$ cat src/actc_pkg.sv
package actc_pkg;
	// ----------------------------------------------------------------
	// register offsets within page 0
	// ----------------------------------------------------------------
	localparam logic [6:0] ACTC_OFS_PAGE = 7'h00;
	localparam logic [6:0] ACTC_OFS_RSVD_STAT = 7'h02;
	localparam logic [6:0] ACTC_OFS_THERMAL = 7'h03;
	localparam logic [6:0] ACTC_OFS_CLK_MUX = 7'h04;
	localparam logic [6:0] ACTC_OFS_PLL_PR = 7'h05;
	localparam logic [6:0] ACTC_OFS_PLL_J = 7'h06;
	localparam logic [6:0] ACTC_OFS_FRAC_UP = 7'h07;
	localparam logic [6:0] ACTC_OFS_FRAC_LO = 7'h08;
	localparam logic [6:0] ACTC_OFS_RSVD_A = 7'h09;
	localparam logic [6:0] ACTC_OFS_RSVD_B = 7'h0A;
	localparam logic [6:0] ACTC_OFS_FIRST_DIV = 7'h0B;
	localparam logic [6:0] ACTC_OFS_SECOND_DIV = 7'h0C;
	localparam logic [6:0] ACTC_OFS_OSR_UP = 7'h0D;
	localparam logic [6:0] ACTC_OFS_OSR_LO = 7'h0E;
	// ----------------------------------------------------------------
	// reset values and field positions
	// ----------------------------------------------------------------
	localparam logic [7:0] ACTC_RST_PAGE = 8'h00;
	localparam logic [1:0] ACTC_RST_SEL = 2'h0;
	localparam logic [2:0] ACTC_RST_PREDIV = 3'h1;
	localparam logic [3:0] ACTC_RST_RMULT = 4'h1;
	localparam logic [5:0] ACTC_RST_JMULT = 6'h04;
	localparam logic [13:0] ACTC_RST_FRAC = 14'h0000;
	localparam logic [6:0] ACTC_RST_DIV = 7'h01;
	localparam logic [9:0] ACTC_RST_OSR = 10'h080;
	localparam int ACTC_POWER_BIT = 7;
	localparam int ACTC_THERMAL_BIT = 1;
	// zero codes that stand for a field's largest value, and those largest values
	localparam logic [2:0] ACTC_PREDIV_MAX = 3'h0;
	localparam logic [3:0] ACTC_RMULT_MAX = 4'h0;
	localparam logic [8:0] ACTC_DIV_FULL = 9'h080;
	localparam logic [10:0] ACTC_OSR_FULL = 11'h400;
	localparam logic [4:0] ACTC_PREDIV_FULL = 5'h08;
	localparam logic [4:0] ACTC_RMULT_FULL = 5'h10;

	// clock source codes shared by both selectors
	typedef enum logic [1:0]
	{
		ACTC_SRC_MASTER = 2'b00,
		ACTC_SRC_BIT = 2'b01,
		ACTC_SRC_GENERAL = 2'b10,
		ACTC_SRC_LAST = 2'b11
	} actc_src_e;

	// register write strobe with its data
	typedef struct packed
	{
		logic valid;
		logic [6:0] addr;
		logic [7:0] data;
	} actc_wr_s;

	// decoded pll settings
	typedef struct packed
	{
		logic power;
		logic [4:0] prediv;
		logic [4:0] rmult;
		logic [5:0] jmult;
		logic [13:0] frac;
	} actc_pll_s;
endpackage : actc_pkg

$ cat src/actc_clk_mux.sv
`timescale 1ns/1ps
// four-way source selector, registered output
module actc_clk_mux
	import actc_pkg::*;
(
	input wire logic clk,
	input wire logic reset,
	input wire logic [1:0] sel,
	input wire logic [3:0] src,
	output logic out_q
);
	// registered pick keeps the output straight from a flip-flop
	always_ff @(posedge clk or posedge reset)
	begin
		if (reset)
			out_q <= 1'b0;
		else
			out_q <= src[sel];
	end
endmodule : actc_clk_mux

$ cat src/actc_divider.sv
`timescale 1ns/1ps
// enable-gated counter divider, code zero means full range
module actc_divider
	import actc_pkg::*;
#(
	parameter int WIDTH = 7
)
(
	input wire logic clk,
	input wire logic reset,
	input wire logic power,
	input wire logic [WIDTH-1:0] code,
	input wire logic tick,
	output logic pulse_q
);
	// elaboration check: the count compare serves one to ten bits only
	if (WIDTH < 1 || WIDTH > 10)
	begin : g_width_check
		$error("actc_divider width out of range");
	end

	logic [WIDTH-1:0] count_q;
	logic [WIDTH-1:0] last;
	// code zero wraps to all ones, so the full 2**WIDTH range is kept
	assign last = code - WIDTH'(1);

	// count only while powered; restart from zero after power-down
	always_ff @(posedge clk or posedge reset)
	begin
		if (reset)
		begin
			count_q <= '0;
			pulse_q <= 1'b0;
		end
		else if (!power)
		begin
			count_q <= '0; // RL23
			pulse_q <= 1'b0; // RL23
		end
		else if (tick)
		begin
			pulse_q <= (count_q == last);
			count_q <= (count_q == last) ? '0 : count_q + 1'b1;
		end
		else
			pulse_q <= 1'b0;
	end
endmodule : actc_divider

$ cat src/actc_clock_cfg.sv
`timescale 1ns/1ps
// ----------------------------------------------------------------
// clock tree configuration registers
// ----------------------------------------------------------------
// Operation
// RL1: pll reference picks master, bit, general, data
// RL2: codec clock picks master, bit, general, pll
// RL3: pll power bit, resets off
// RL4: pre-divider code zero means eight
// RL5: r multiplier code zero means sixteen
// RL6: j multiplier one to 63, reset four
// RL7: fraction split six upper, eight lower
// RL8: fraction upper waits for next lower write
// RL9: host writes lower right after upper
// RL10: first divider power bit, resets off
// RL11: first divider code zero means 128
// RL12: second divider power bit, resets off
// RL13: second divider code zero means 128
// RL14: oversample ratio two upper, eight lower
// RL15: oversample code zero means 1024
// RL16: host writes oversample lower after upper
// RL17: host picks ratio multiple of interpolation
// RL18: thermal bit low on trip, reset one
// RL19: host avoids reserved register and bits
// RL20: host writes zeros to reserved registers
// RL21: registers on page 0, reset page 0
// RL22: registers eight bits, d7 most significant
// RL23: unpowered divider idle, restarts clean
module actc_clock_cfg
	import actc_pkg::*;
(
	input wire logic clk,
	input wire logic reset,
	input actc_wr_s wr,
	input wire logic rd_valid,
	input wire logic [6:0] rd_addr,
	input wire logic master_pin,
	input wire logic bit_pin,
	input wire logic general_pin_one,
	input wire logic data_pin,
	input wire logic pll_clock,
	input wire logic overtemp_trip,
	output logic [7:0] rd_data_q,
	output logic rd_valid_q,
	output logic pll_reference_input,
	output logic codec_clock_input,
	output actc_pll_s pll_cfg_q,
	output logic first_div_pulse,
	output logic second_div_pulse,
	output logic [10:0] playback_oversample_ratio_q,
	output logic [7:0] page_q
);
	// ----------------------------------------------------------------
	// register storage
	// ----------------------------------------------------------------
	logic [1:0] ref_sel_q, codec_sel_q, osr_up_q;
	logic pll_power_q, first_power_q, second_power_q;
	logic frac_armed_q, thermal_q, codec_prev_q, wr_p0;
	logic [2:0] prediv_q;
	logic [3:0] rmult_q;
	logic [5:0] jmult_q, frac_up_shadow_q;
	logic [13:0] frac_q;
	logic [6:0] first_code_q, second_code_q;
	logic [7:0] osr_lo_q, rsvd_a_q, rsvd_b_q, rd_mux;
	// only page 0 writes change these registers, other pages only drop the fraction arm; the page register is everywhere
	assign wr_p0 = wr.valid && (page_q == 8'h00); // RL21
	// page select, reachable from every page
	always_ff @(posedge clk or posedge reset)
	begin
		if (reset)
			page_q <= ACTC_RST_PAGE; // RL21
		else if (wr.valid && wr.addr == ACTC_OFS_PAGE)
			page_q <= wr.data;
	end

	// ----------------------------------------------------------------
	// clock selection and pll settings
	// ----------------------------------------------------------------
	always_ff @(posedge clk or posedge reset)
	begin
		if (reset)
		begin
			ref_sel_q <= ACTC_RST_SEL;
			codec_sel_q <= ACTC_RST_SEL;
		end
		else if (wr_p0 && wr.addr == ACTC_OFS_CLK_MUX)
		begin
			ref_sel_q <= wr.data[3:2]; // RL1
			codec_sel_q <= wr.data[1:0]; // RL2
		end
	end

	always_ff @(posedge clk or posedge reset)
	begin
		if (reset)
		begin
			pll_power_q <= 1'b0; // RL3
			prediv_q <= ACTC_RST_PREDIV; // RL4
			rmult_q <= ACTC_RST_RMULT; // RL5
		end
		else if (wr_p0 && wr.addr == ACTC_OFS_PLL_PR)
		begin
			pll_power_q <= wr.data[ACTC_POWER_BIT]; // RL3
			prediv_q <= wr.data[6:4]; // RL4
			rmult_q <= wr.data[3:0]; // RL5
		end
	end

	// code zero is reserved; the register still stores what is written
	always_ff @(posedge clk or posedge reset)
	begin
		if (reset)
			jmult_q <= ACTC_RST_JMULT; // RL6
		else if (wr_p0 && wr.addr == ACTC_OFS_PLL_J)
			jmult_q <= wr.data[5:0]; // RL6
	end

	// ----------------------------------------------------------------
	// fraction pair: upper half held aside until lower follows
	// ----------------------------------------------------------------
	// any other register write in between drops the arm, so a stray
	// lower write never pairs with a stale upper half
	always_ff @(posedge clk or posedge reset)
	begin
		if (reset)
		begin
			frac_up_shadow_q <= 6'h00;
			frac_armed_q <= 1'b0;
			frac_q <= ACTC_RST_FRAC; // RL7
		end
		else if (wr_p0)
		begin
			frac_armed_q <= (wr.addr == ACTC_OFS_FRAC_UP); // RL8
			if (wr.addr == ACTC_OFS_FRAC_UP)
				frac_up_shadow_q <= wr.data[5:0]; // RL7
			if (wr.addr == ACTC_OFS_FRAC_LO)
			begin
				frac_q[7:0] <= wr.data; // RL7
				if (frac_armed_q)
					frac_q[13:8] <= frac_up_shadow_q; // RL8
			end
		end
		else if (wr.valid)
			frac_armed_q <= 1'b0; // RL8
	end

	// ----------------------------------------------------------------
	// playback dividers and oversample ratio
	// ----------------------------------------------------------------
	always_ff @(posedge clk or posedge reset)
	begin
		if (reset)
		begin
			first_power_q <= 1'b0; // RL10
			first_code_q <= ACTC_RST_DIV; // RL11
			second_power_q <= 1'b0; // RL12
			second_code_q <= ACTC_RST_DIV; // RL13
		end
		else if (wr_p0)
		begin
			if (wr.addr == ACTC_OFS_FIRST_DIV)
			begin
				first_power_q <= wr.data[ACTC_POWER_BIT]; // RL10
				first_code_q <= wr.data[6:0]; // RL11
			end
			if (wr.addr == ACTC_OFS_SECOND_DIV)
			begin
				second_power_q <= wr.data[ACTC_POWER_BIT]; // RL12
				second_code_q <= wr.data[6:0]; // RL13
			end
		end
	end

	always_ff @(posedge clk or posedge reset)
	begin
		if (reset)
		begin
			osr_up_q <= ACTC_RST_OSR[9:8]; // RL14
			osr_lo_q <= ACTC_RST_OSR[7:0]; // RL14
		end
		else if (wr_p0)
		begin
			if (wr.addr == ACTC_OFS_OSR_UP)
				osr_up_q <= wr.data[1:0]; // RL14
			if (wr.addr == ACTC_OFS_OSR_LO)
				osr_lo_q <= wr.data; // RL14
		end
	end

	// reserved pair kept readable; host is trusted to store zeros
	always_ff @(posedge clk or posedge reset)
	begin
		if (reset)
		begin
			rsvd_a_q <= 8'h00;
			rsvd_b_q <= 8'h00;
		end
		else if (wr_p0)
		begin
			if (wr.addr == ACTC_OFS_RSVD_A)
				rsvd_a_q <= wr.data;
			if (wr.addr == ACTC_OFS_RSVD_B)
				rsvd_b_q <= wr.data;
		end
	end

	// ----------------------------------------------------------------
	// decoded values for the analog side
	// ----------------------------------------------------------------
	always_ff @(posedge clk or posedge reset)
	begin
		if (reset)
		begin
			pll_cfg_q <= '0;
			playback_oversample_ratio_q <= {1'b0, ACTC_RST_OSR}; // RL15
		end
		else
		begin
			pll_cfg_q.power <= pll_power_q; // RL3
			pll_cfg_q.prediv <= (prediv_q == ACTC_PREDIV_MAX) ?
				ACTC_PREDIV_FULL : {2'b00, prediv_q}; // RL4
			pll_cfg_q.rmult <= (rmult_q == ACTC_RMULT_MAX) ?
				ACTC_RMULT_FULL : {1'b0, rmult_q}; // RL5
			pll_cfg_q.jmult <= jmult_q; // RL6
			pll_cfg_q.frac <= frac_q; // RL7
			playback_oversample_ratio_q <= ({osr_up_q, osr_lo_q} == 10'h000)
				? ACTC_OSR_FULL : {1'b0, osr_up_q, osr_lo_q}; // RL15
		end
	end

	// overtemperature bit: low while tripped, one after reset
	always_ff @(posedge clk or posedge reset)
	begin
		if (reset)
			thermal_q <= 1'b1; // RL18
		else
			thermal_q <= !overtemp_trip; // RL18
	end

	// ----------------------------------------------------------------
	// read path, one cycle latency
	// ----------------------------------------------------------------
	always_comb
	begin
		rd_mux = 8'h00;
		if (rd_addr == ACTC_OFS_PAGE)
			rd_mux = page_q;
		else if (page_q == 8'h00)
		begin
			case (rd_addr)
				ACTC_OFS_THERMAL: rd_mux = {6'h00, thermal_q, 1'b0}; // RL18
				ACTC_OFS_CLK_MUX: rd_mux = {4'h0, ref_sel_q, codec_sel_q};
				ACTC_OFS_PLL_PR: rd_mux = {pll_power_q, prediv_q, rmult_q};
				ACTC_OFS_PLL_J: rd_mux = {2'b00, jmult_q};
				ACTC_OFS_FRAC_UP: rd_mux = {2'b00, frac_q[13:8]};
				ACTC_OFS_FRAC_LO: rd_mux = frac_q[7:0];
				ACTC_OFS_RSVD_A: rd_mux = rsvd_a_q;
				ACTC_OFS_RSVD_B: rd_mux = rsvd_b_q;
				ACTC_OFS_FIRST_DIV: rd_mux = {first_power_q, first_code_q};
				ACTC_OFS_SECOND_DIV: rd_mux = {second_power_q, second_code_q};
				ACTC_OFS_OSR_UP: rd_mux = {6'h00, osr_up_q};
				ACTC_OFS_OSR_LO: rd_mux = osr_lo_q;
				default: rd_mux = 8'h00; // RL22
			endcase
		end
	end

	always_ff @(posedge clk or posedge reset)
	begin
		if (reset)
		begin
			rd_data_q <= 8'h00;
			rd_valid_q <= 1'b0;
		end
		else
		begin
			rd_valid_q <= rd_valid;
			rd_data_q <= rd_valid ? rd_mux : rd_data_q;
		end
	end

	// ----------------------------------------------------------------
	// clock selection and divider chain
	// ----------------------------------------------------------------
	actc_clk_mux u_ref_mux
	(
		.clk(clk),
		.reset(reset),
		.sel(ref_sel_q), // RL1
		.src({data_pin, general_pin_one, bit_pin, master_pin}),
		.out_q(pll_reference_input)
	);
	actc_clk_mux u_codec_mux
	(
		.clk(clk),
		.reset(reset),
		.sel(codec_sel_q), // RL2
		.src({pll_clock, general_pin_one, bit_pin, master_pin}),
		.out_q(codec_clock_input)
	);

	// codec clock sampled as a level; its rise is the divider tick
	always_ff @(posedge clk or posedge reset)
	begin
		if (reset)
			codec_prev_q <= 1'b0;
		else
			codec_prev_q <= codec_clock_input;
	end
	actc_divider #(.WIDTH(7)) u_first_div
	(
		.clk(clk),
		.reset(reset),
		.power(first_power_q), // RL10
		.code(first_code_q), // RL11
		.tick(codec_clock_input && !codec_prev_q),
		.pulse_q(first_div_pulse)
	);
	// second stage only counts first-stage pulses
	actc_divider #(.WIDTH(7)) u_second_div
	(
		.clk(clk),
		.reset(reset),
		.power(second_power_q), // RL12
		.code(second_code_q), // RL13
		.tick(first_div_pulse),
		.pulse_q(second_div_pulse)
	);
	// ----------------------------------------------------------------
	// checks
	// ----------------------------------------------------------------
	AST_FRAC_PAIR: assert property (@(posedge clk) disable iff (reset) // RL8
		(wr_p0 && wr.addr == ACTC_OFS_FRAC_LO && frac_armed_q) |=>
		frac_q == {$past(frac_up_shadow_q), $past(wr.data)})
		else $error("fraction pair not applied");
	AST_FRAC_HOLD: assert property (@(posedge clk) disable iff (reset) // RL8
		(wr.valid && !(wr_p0 && wr.addr == ACTC_OFS_FRAC_LO && frac_armed_q))
		|=> frac_q[13:8] == $past(frac_q[13:8]))
		else $error("fraction upper changed unpaired");
	AST_THERMAL: assert property (@(posedge clk) disable iff (reset) // RL18
		overtemp_trip |=> !thermal_q)
		else $error("thermal bit not cleared on trip");
	AST_OSR_FULL: assert property (@(posedge clk) disable iff (reset) // RL15
		({osr_up_q, osr_lo_q} == 10'h000) |=>
		playback_oversample_ratio_q == ACTC_OSR_FULL)
		else $error("oversample zero not full");
	AST_PREDIV: assert property (@(posedge clk) disable iff (reset) // RL4
		(prediv_q == ACTC_PREDIV_MAX) |=> pll_cfg_q.prediv == ACTC_PREDIV_FULL)
		else $error("prediv zero not eight");
	AST_RMULT: assert property (@(posedge clk) disable iff (reset) // RL5
		(rmult_q != ACTC_RMULT_MAX) |=> pll_cfg_q.rmult == {1'b0, $past(rmult_q)})
		else $error("r multiplier mismatch");
	AST_DIV_OFF: assert property (@(posedge clk) disable iff (reset) // RL10
		!first_power_q [*2] |-> !first_div_pulse)
		else $error("first divider active while off");
	AST_DIV2_OFF: assert property (@(posedge clk) disable iff (reset) // RL12
		!second_power_q [*2] |-> !second_div_pulse)
		else $error("second divider active while off");
	AST_REF_SEL: assert property (@(posedge clk) disable iff (reset) // RL1
		(ref_sel_q == ACTC_SRC_MASTER && $stable(ref_sel_q)) |=>
		pll_reference_input == $past(master_pin))
		else $error("reference select mismatch");
endmodule : actc_clock_cfg

$ cat config.mk
export PLATFORM = sky130hd
export DESIGN_NAME = actc_clock_cfg
export DESIGN_NICKNAME = d
export VERILOG_FILES = /design/src/actc_pkg.sv /design/src/actc_clk_mux.sv /design/src/actc_divider.sv /design/src/actc_clock_cfg.sv
export SDC_FILE = /design/constraint.sdc
export NUM_CORES = 1
export LEC_CHECK = 0
export CORE_MARGIN = 5
export CORE_UTILIZATION = 40
export DETAILED_ROUTE_END_ITERATION = 8
export DONT_BUFFER_PORTS = 1
export HOLD_SLACK_MARGIN = 0.12
export SETUP_SLACK_MARGIN = 0.15
export SYNTH_ARGS = -nofsm -noshare
export SYNTH_HDL_FRONTEND = slang
export SYNTH_HIERARCHICAL = 1
export SYNTH_SLANG_ARGS = --single-unit
$ cat constraint.sdc
create_clock -name clk -period 3.6 [get_ports clk]
set_input_delay 0.18 -clock clk [delete_from_list [all_inputs] [get_ports clk]]
set_output_delay 0.18 -clock clk [all_outputs]
set_load 0.02 [all_outputs]
# Word-level counts from Yosys, hierarchy flattened
# Cells that the tools add are included.
word_totals:
  in_bits: 32
  wordCells: 114
  out_inout_bits: 63
  ff_bits: 159
classes:
  add_sub_neg: 4
  muxes: 22
  order_cmp: 2
  eq_ne: 27
  n_reduce_logical: 24
ops:
  columns: ["cell", "count"]
  rows:
  - ["7-bit by 4-bit == test with 1-bit output, second input constant", 14]
  - ["8-bit case mux with 12 select lines", 1]
  - ["7-bit by 3-bit == test with 1-bit output, second input constant", 8]
  - ["7-bit two-way mux", 6]
  - ["8-bit two-way mux", 2]
  - ["2-bit AND reduction", 8]
  - ["7-bit by 1-bit adder with 7-bit output, second input constant", 2]
  - ["7-bit == test", 2]
  - ["7-bit zero test", 2]
  - ["7-bit by 1-bit subtractor with 7-bit output, second input constant", 2]
  - ["11-bit two-way mux", 1]
  - ["10-bit zero test", 1]
  - ["8-bit zero test", 1]
  - ["1-bit two-way mux", 8]
  - ["7-bit by 2-bit == test with 1-bit output, second input constant", 1]
  - ["1-bit logical AND", 6]
  - ["2-bit by 3-bit less-than comparator with 1-bit output, second input constant", 2]
  - ["5-bit two-way mux", 1]
  - ["1-bit binary-select mux with 2-bit select", 2]
  - ["4-bit zero test", 1]
  - ["4-bit two-way mux", 1]
  - ["2-bit by 1-bit inequality test with 1-bit output, second input constant", 2]
  - ["3-bit zero test", 1]
  - ["3-bit AND reduction", 1]
  - ["2 further kinds", 3]

# Depth between registers and ports, before layout
# Gate-level depths: netlist of run 1.
logic_depth:
  word_depth: 5
  depth_mapped: 8
  ltp_nobuf: 7

# Modules after synthesis
# Netlist of run 1, hierarchy kept.
modules_own_cells:
  columns: ["mod", "area_per_inst_um2", "seq_area_each_um2", "cells_each", "instances"]
  rows:
  - ["actc_clock_cfg", 5866.9, 3538.4, 433, 1]
  - ["actc_divider", 735.7, 200.2, 85, 2]
  - ["actc_clk_mux", 51.3, 25.0, 3, 2]

# Least setup slack after synthesis of run 1
# Ideal clock, no wire load.
synth_path:
  kind: "register to register"
  from: "register page_q[4]"
  to: "register second_code_q[1]"
  path_stages_with_launch: 7
  setup_ns: 0.125
  t_arrival_ns: 1.968
  setup_slack_ns: 1.507
  period_less_slack_ns: 2.093
  path_buffers: 1
  required_ns: 3.475
  path_cell_list: "dfrtp_1 -> nor4_2 -> and3_1 -> nand3_2 -> or3_1 -> buf_6 -> mux2_4"
synth_between:
  elab_chain_len: 3
synth_lines:
  columns: ["item", "line", "rtl"]
  rows:
  - ["start: declaration", "actc_clock_cfg.sv:51", "output logic [7:0] page_q"]
  - ["start signal: assignment", "actc_clock_cfg.sv:73", "page_q <= wr.data;"]
  - ["8-bit zero test", "actc_clock_cfg.sv:66", "assign wr_p0 = wr.valid && (page_q == 8'h00);"]
  - ["1-bit logical AND", "actc_clock_cfg.sv:66", null]
  - ["2-bit AND reduction (no line)", null, null]
  - ["end signal: assignment", "actc_clock_cfg.sv:169", "second_code_q <= wr.data[6:0];"]
  - ["end: declaration", "actc_clock_cfg.sv:63", "logic [6:0] first_code_q, second_code_q;"]
# Every way passes these cells.
# A chain may end at the register's enable or synchronous reset.

# Worst setup path in the final report of run 1
layout_path:
  from: "register page_q[4]"
  to: "register frac_q[10]"
layout_between:
  elab_chain_len: 3
layout_lines:
  columns: ["item", "line", "rtl"]
  rows:
  - ["8-bit zero test", "actc_clock_cfg.sv:66", null]
  - ["1-bit logical AND", "actc_clock_cfg.sv:66", null]
  - ["3-bit AND reduction (no line)", null, null]
  - ["end signal: assignment", "actc_clock_cfg.sv:140", "frac_q[13:8] <= frac_up_shadow_q;"]
  - ["end: declaration", "actc_clock_cfg.sv:62", "logic [13:0] frac_q;"]
# Every way passes these cells.

==> flow_summary.json, run 1 <==
{
  "status": "completed",
  "arrival_ps": 2840,
  "drt_drc_violations_left": 0,
  "wl_per_cell_um": 23.31,
  "first_iter_violations": 336,
  "gp_congestion": 0.8301,
  "leakage_nw": 3.835,
  "synth-simple-area-share": 0.1110,
  "synth-main-ff-cell": "dfrtp_1",
  "diodes": 0,
  "vias": 4879,
  "cts_resized": 0,
  "endpoint": "frac_q[10]",
  "n_fill_cell": 1663,
  "die-area_um2": 21430,
  "worstHoldStart": "rd_addr[1]",
  "rsz0062_at_grt": "no",
  "hold_viol": 0,
  "dp.cells": 794,
  "synth-compound-area-share": 0.09736,
  "grt_pass1_wl_um": 31290,
  "routed_wl_um": 19770,
  "area_delta_synth_final_pct": 12.21,
  "powerDensity_nw_per_um2": 504.8,
  "die_w_um": 146.4,
  "r2r_slack_ps": 1070,
  "setup-violations-final": 0,
  "start_util": 0.4100,
  "startpoint": "page_q[4]",
  "synthArstFlopShare": 1.000,
  "ys_seq_area_frac": 0.5361,
  "worst_setup_path_start_kind": "flop",
  "finalNetCount": 642,
  "io_buffers": 0,
  "r2r_cells": 5,
  "grt_usage": 0.1896,
  "endpoint_kind": "flop",
  "h-tree-depth": 4,
  "cts_tree": "yes",
  "finalCriticalPeriod_ps": 2532,
  "use_met1": 0.2478,
  "root_buffer": "clkbuf_16",
  "critPathRequiredTime_ps": 3900,
  "synth_top_family_by_area": "multiplexers",
  "max_slew_margin": 0.4444,
  "critPathMaxFanout": 9,
  "fin_cells": 848,
  "grt_max_degree": 116,
  "synth_area_per_cell_um2": 12.22,
  "viasPerCell": 5.754,
  "drive_gt1_frac": 0.2633,
  "hp-class": "in -> reg",
  "syn-num-nets": 645,
  "syn_inst": 609,
  "slew_violations": 0,
  "synth_edf_count": 0,
  "use_met2": 0.2984,
  "met3_usage": 0.06322,
  "ir_drop_v": 0.0003493,
  "ys_ff_latch": 159,
  "die_h_um": 146.4,
  "synthesis.area_um2": 7441,
  "fin_crit_sh": 0.7032,
  "most-common-layout-cells": "dfrtp_1 (151), mux2_2 (85), nand2_1 (30)",
  "max_freq_mhz": 395.0,
  "pin_count": 95,
  "skew_ps": 12.13,
  "dpl.hpwl_um": 13710,
  "drt-pass1-iter-count": 4,
  "fin_setup_tns_ps": 0,
  "rr_startpoint": "page_q[4]",
  "cts_made_buffers": 17,
  "reg2reg_to": "frac_q[10]",
  "ant_nets": 0,
  "core_um2": 18150,
  "synth_xor_area_frac": 0.03430,
  "grt.busiest_layer": "met2",
  "clk_latency_ps": 420,
  "grt_pass1_vias": 5165,
  "antenna_found_initial": 3,
  "grt-ovfl-total": 0,
  "clk_pin_slew_ps": 70,
  "clkSinkCount": 159,
  "drv_cap": 0,
  "criticalPathCategory": "reg -> reg",
  "worstMarginPinSlew_ps": 827.1,
  "yosysWarnings": 6,
  "synth.area.mux_share": 0.1750,
  "synthAdderAreaFrac": 0.006726,
  "rows": 49,
  "synth.distinct_cells": 68,
  "final_common_cell": "dfrtp_1",
  "clockBufferDepth": 2
}
## repair_timing
action,4_1_cts,5_1_grt
endpoints found under the setup margin,0,0
buffers inserted,0,0
endpoints found under the hold margin,137,0
hold buffers,22,0
## cell type report
cell class / instances / area [um^2] / share of cell area
flip-flops and latches: 159 / 3989 / 0.4777
multi-input cells: 377 / 3162 / 0.3787
clock buffers: 19 / 432.9 / 0.05185
well taps: 229 / 286.5 / 0.03432
repair buffers: 23 / 240.2 / 0.02877
clock inverters: 13 / 130.1 / 0.01559
inverters: 28 / 108.9 / 0.01304
## Yosys cell counts, drive strengths merged, types with 3 or more instances
master   instances  area share
a211o            5      0.0059
a211oi           5      0.0064
a21oi           10      0.0067
a22o             4      0.0047
a22oi            8      0.0081
a311oi           4      0.0064
a31oi            6      0.0050
and2             3      0.0025
and3            14       0.012
buf             10      0.0072
clkbuf          35       0.018
dfrtp          151        0.51
dfstp            8       0.028
ha               4      0.0067
inv             27       0.014
mux2            93        0.14
mux2i           18       0.024
nand2           31       0.016
nand2b           4      0.0034
nand3            5      0.0040
nand3b           5      0.0055
nand4           12       0.011
nor2            29       0.017
nor2b           11      0.0092
nor3             9       0.011
nor3b            3      0.0030
nor4             6      0.0067
o211ai           3      0.0030
o21a             3      0.0030
o21ai           20       0.014
o22ai            7      0.0059
o2bb2ai          4      0.0047
xnor2           16       0.019
xor2             8      0.0094
## layer usage
metal / share of wire / routed length [um]
met1: 0.44 / 8748
met2: 0.47 / 9275
met4: 0.020 / 403
met5: 0.0022 / 43
met3: 0.066 / 1299
## cell families after synthesis
| family | after synthesis |
|---|---|
| DFF | 159 |
| and+or+nand+nor | 139 |
| xor gates and xnor gates | 26 |
| muxes | 113 |
| other | 1 |
| adders and majority gates | 4 |
| AOI/OAI and AO/OA | 94 |
| buffers and inverters | 73 |
## registers in the layout (all words and copies together) (netlist names), 8 cells and up
| register | flops |
|---|---|
| frac_q | 14 |
| osr_lo_q | 8 |
| page_q | 8 |
| playback_oversample_ratio_q | 11 |
| pll_cfg_q | 30 |
| rd_data_q | 8 |
| rsvd_a_q | 8 |
| rsvd_b_q | 8 |
## worst max-delay path, cell delays in order (launching register included)
cell and delay (ps):
dfrtp_1 490, nor4_2 560, nand4_2 310, nor3_4 520, nand2_2 220, mux2_2 310
## where the power goes
group	internal [mW]	switching [mW]
logic	0.178	0.204
clock network	0.970	0.766
registers	1.91	0.184
total	3.06	1.15
## worst min path at each step
stage	to	cells past startpoint
after floorplan	u_codec_mux/out_q	1
after global placement	u_codec_mux/out_q	1
after detailed placement	u_ref_mux/out_q	1
after CTS	rd_data_q[0]	4
after global routing	rd_data_q[0]	3
final	rd_data_q[0]	4
## per-stage QoR
stage                     area, um^2  power, mW  worst slack (ps)    util  hold WS [ps]
after floorplan                 7445      2.386              1507       -        -91.29
after global placement          7566      2.448              1069  0.4169        -89.30
after detailed placement        7566      2.466              1048  0.4169        -88.92
after CTS                       8349      4.251              1032  0.4601         120.9
after global routing            8349      4.389             919.3  0.4601         149.9
final                           8349      4.215              1069  0.4601         137.0
Power figures use the tool's default switching activity.
==> run 2, diff against run 1 <==
--- a/config.mk
+++ b/config.mk
@@ -5,6 +5,7 @@
 export SDC_FILE = /design/constraint.sdc
 export NUM_CORES = 1
 export LEC_CHECK = 0
+export ABC_AREA = 1
 export CORE_MARGIN = 5
 export CORE_UTILIZATION = 40
 export DETAILED_ROUTE_END_ITERATION = 8
==> constraint.sdc (replaced) <==
create_clock -name clk -period 2.05 [get_ports clk]
set_input_delay 0.1025 -clock clk [delete_from_list [all_inputs] [get_ports clk]]
set_output_delay 0.1025 -clock clk [all_outputs]
set_load 0.02 [all_outputs]
==> run 2 against run 1 <==
  * Flip-flop and latch count is the same
  * Highest routed layer is now met4
  * Count of clock-buffer cells in the layout unchanged
  * Die area increased by 4.3%
  * Design area up 5.3%
  * Via count increased by 23%
  * Critical path type unchanged
  * Core utilization decreased by 0.55 points
  * Non-clock buffer count up 13
  * Combinational power is 120% higher
==> flow_summary.json, run 2 <==
{
  "status": "completed",
  "synth-compound-area-share": 0.08289,
  "rr_startpoint": "page_q[0]",
  "largest_reg_flops": 30,
  "final_common_cell": "nand2_1",
  "drive_gt1_frac": 0.1770,
  "max_freq_mhz": 577.0,
  "die_w_um": 149.5,
  "slew_violations": 0,
  "synthAdderAreaFrac": 0.006426,
  "pwr-share-seq": 0.480,
  "fin_crit_sh": 0.8455,
  "rsz0062_at_grt": "no",
  "wl_per_cell_um": 16.75,
  "clockBufferDepth": 2,
  "die_h_um": 149.5,
  "gp_congestion": 0.9203,
  "clkPwrFrac": 0.407,
  "synth_commonest_cells": "nand2_1 (260), dfrtp_1 (151), nand3_1 (91), inv_1 (81), nor2_1 (78)",
  "skew_ps": 9.899,
  "yosysWarnings": 6,
  "r2r_slack_ps": 320,
  "ys_seq_area_frac": 0.5121,
  "grt_pass1_vias": 5841,
  "diodes": 0,
  "first_iter_violations": 467,
  "clkSinkCount": 159,
  "arrival_ps": 2030,
  "syn-num-nets": 968,
  "whs_endpoint": "osr_lo_q[7]",
  "ant_nets": 0,
  "path_delay_family": "simple AND/OR/NAND/NOR gates",
  "crit_chain": "nor2_1, nand2_1, nor2_4, nand2_2, nor3_4, nand2_2, nand2_2, o21ai_2",
  "cpPeakStageDelay_ps": 380,
  "reg_top3": "pll_cfg_q x30, frac_q x14, playback_oversample_ratio_q x11",
  "grt_pass1_wl_um": 32940,
  "synth_edf_count": 0,
  "vias": 6022,
  "synthArstFlopShare": 1.000,
  "max_slew_margin": 0.4723,
  "synth_area_per_cell_um2": 8.357,
  "synth-main-ff-cell": "dfrtp_1",
  "drt-pass1-iter-count": 5,
  "synth_xor_area_frac": 0.01574,
  "worst_hold_slack_ps": 139.8,
  "critPathMaxFanout": 12,
  "synthesis.area_um2": 7789,
  "setup-violations-final": 0,
  "worst_setup_path_start_kind": "flop",
  "dpl.hpwl_um": 14480,
  "power.switching_mw": 2.195,
  "drt_drc_violations_left": 0,
  "area_delta_synth_final_pct": 12.85,
  "ys_ff_latch": 159,
  "switching_share": 0.2899,
  "synth.area.mux_share": 0,
  "whs_path_depth": 4,
  "cts_tree": "yes",
  "yosysTopAreaCellShare": 0.4851,
  "clk_pin_slew_ps": 60,
  "synth-simple-area-share": 0.3075,
  "rows": 51,
  "reg2reg_to": "jmult_q[3]",
  "path_common_cell": "nand2_2",
  "worstMarginPinSlew_ps": 790.7,
  "criticalPathCategory": "reg -> reg",
  "drv_cap": 0,
  "syn_inst": 932,
  "pwr-share-comb": 0.113,
  "hold_viol": 0,
  "clk_latency_ps": 440,
  "slowest_stage": "dfrtp_1",
  "grt_max_degree": 92,
  "core_um2": 19330,
  "critPathRequiredTime_ps": 2350,
  "intPower_mw": 5.378,
  "synth_top_family_by_area": "simple AND/OR/NAND/NOR gates",
  "io_buffers": 0,
  "r2r_cells": 8,
  "grt_usage": 0.1922,
  "die-area_um2": 22360,
  "powerDensity_nw_per_um2": 861.6,
  "leakage_nw": 4.289,
  "most-common-layout-cells": "nand2_1 (258), dfrtp_1 (150), nand3_1 (91)",
  "finalCriticalPeriod_ps": 1733,
  "antenna_found_initial": 0,
  "ir_drop_v": 0.0004853,
  "fin_setup_tns_ps": 0,
  "cts_made_buffers": 17,
  "ys_top_cells_by_area": "dfrtp_1 (49%), nand2_1 (13%), nand3_1 (5.8%), inv_1 (3.9%), o21ai_2 (3.8%)",
  "root_buffer": "clkbuf_16",
  "grt-ovfl-total": 0,
  "finalNetCount": 979,
  "viasPerCell": 4.936,
  "hp-class": "in -> reg",
  "worst-path-buf-inv": 0,
  "endpoint_kind": "flop",
  "routed_wl_um": 20440,
  "h-tree-depth": 4,
  "pin_count": 95,
  "synth.distinct_cells": 38,
  "start_util": 0.4028,
  "yosysMostFrequentCell": "nand2_1",
  "top_register": "pll_cfg_q",
  "worstHoldStart": "wr[9]",
  "synth_largest_area_cell": "dfrtp_1",
  "startpoint": "page_q[0]"
}
==> run 2: changes by cell type after synthesis, sizes merged, moves of 12 or more <==
| cell | change |
|---|---|
| buf | +12 |
| nand3 | +87 |
| mux2 | -93 |
| and3 | -13 |
| nand2 | +267 |
| clkbuf | -13 |
| inv | +62 |
| mux2i | -18 |
| nor2 | +62 |
| o21ai | +76 |
==> run 2: power groups by stage <==
stage               registers, mW  clock network [mW]  logic, mW
global route                 3.66                3.30      0.973
finish                       3.64                3.08      0.856
detailed placement           3.70                   0      0.810
global placement             3.70                   0      0.792
floorplan                    3.65                   0      0.636
CTS                          3.64                3.14      0.852
==> run 2: logic make-up after synthesis <==
logic type,Yosys count
AND/OR/NAND/NOR,519
AO/OA/AOI/OAI,102
buffers and inverters,133
XOR/XNOR,14
adder cells (fa/ha/maj),4
other,1
flip-flops,159
==> run 2: worst min-delay path: cells and delay by family <==
family	cells	cell delay (ps)
AO/OA/AOI/OAI	1	70
AND/OR/NAND/NOR	3	390
==> run 2: worst max-delay path by stage <==
| stage | end | slack, ps | cells after the start |
|---|---|---|---|
| 2_1_floorplan | codec_prev_q | 190 | 1 |
| 3_3_place_gp | u_first_div/count_q[6] | 290 | 12 |
| 3_5_place_dp | u_second_div/count_q[3] | 270 | 10 |
| 4_1_cts | u_codec_mux/out_q | 170 | 6 |
| 5_1_grt | u_second_div/count_q[6] | 160 | 12 |
| 6_report | jmult_q[3] | 320 | 8 |
==> run 2: repair_timing <==
| action | CTS | global route |
|---|---|---|
| endpoints found under the setup margin | 0 | 23 |
| setup buffers | 0 | 5 |
| hold buffers | 19 | 0 |
| endpoints found under the hold margin | 196 | 0 |
| resized for setup | 0 | 5 |
==> run 2: routing by layer <==
metal  global-route usage  part of all wire  vias to the layer above
met5                    0                 0                        -
met4              0.06087             0.019                        0
met3              0.04876             0.052                       24
met2               0.3050              0.48                      127
met1               0.2597              0.45                     2891
li1                     -                 -                     2980
==> run 2: layout make-up <==
cell class / instances / area (um^2)
Clock buffer: 19 / 442.9
Clock inverter: 12 / 122.6
Fill cell: 1917 / 10550
Inverter: 89 / 340.3
Multi-Input combinational cell: 640 / 3234
Sequential cell: 159 / 3990
Tap cell: 265 / 331.6
Timing Repair Buffer: 36 / 327.8
==> run 2: through the flow <==
step / setup slack (ps) / utilization / power, mW / cells / instance area [um^2]
after global routing: 157.2 / 0.4546 / 7.934 / 1220 / 8790
after CTS: 172.7 / 0.4525 / 7.639 / 1216 / 8748
after detailed placement: 266.1 / 0.4134 / 4.507 / 1166 / 7993
after floorplan: 190.9 / - / 4.281 / 932 / 7792
after global placement: 292.0 / 0.4134 / 4.489 / 1166 / 7993
final: 316.8 / 0.4546 / 7.573 / 1220 / 8790
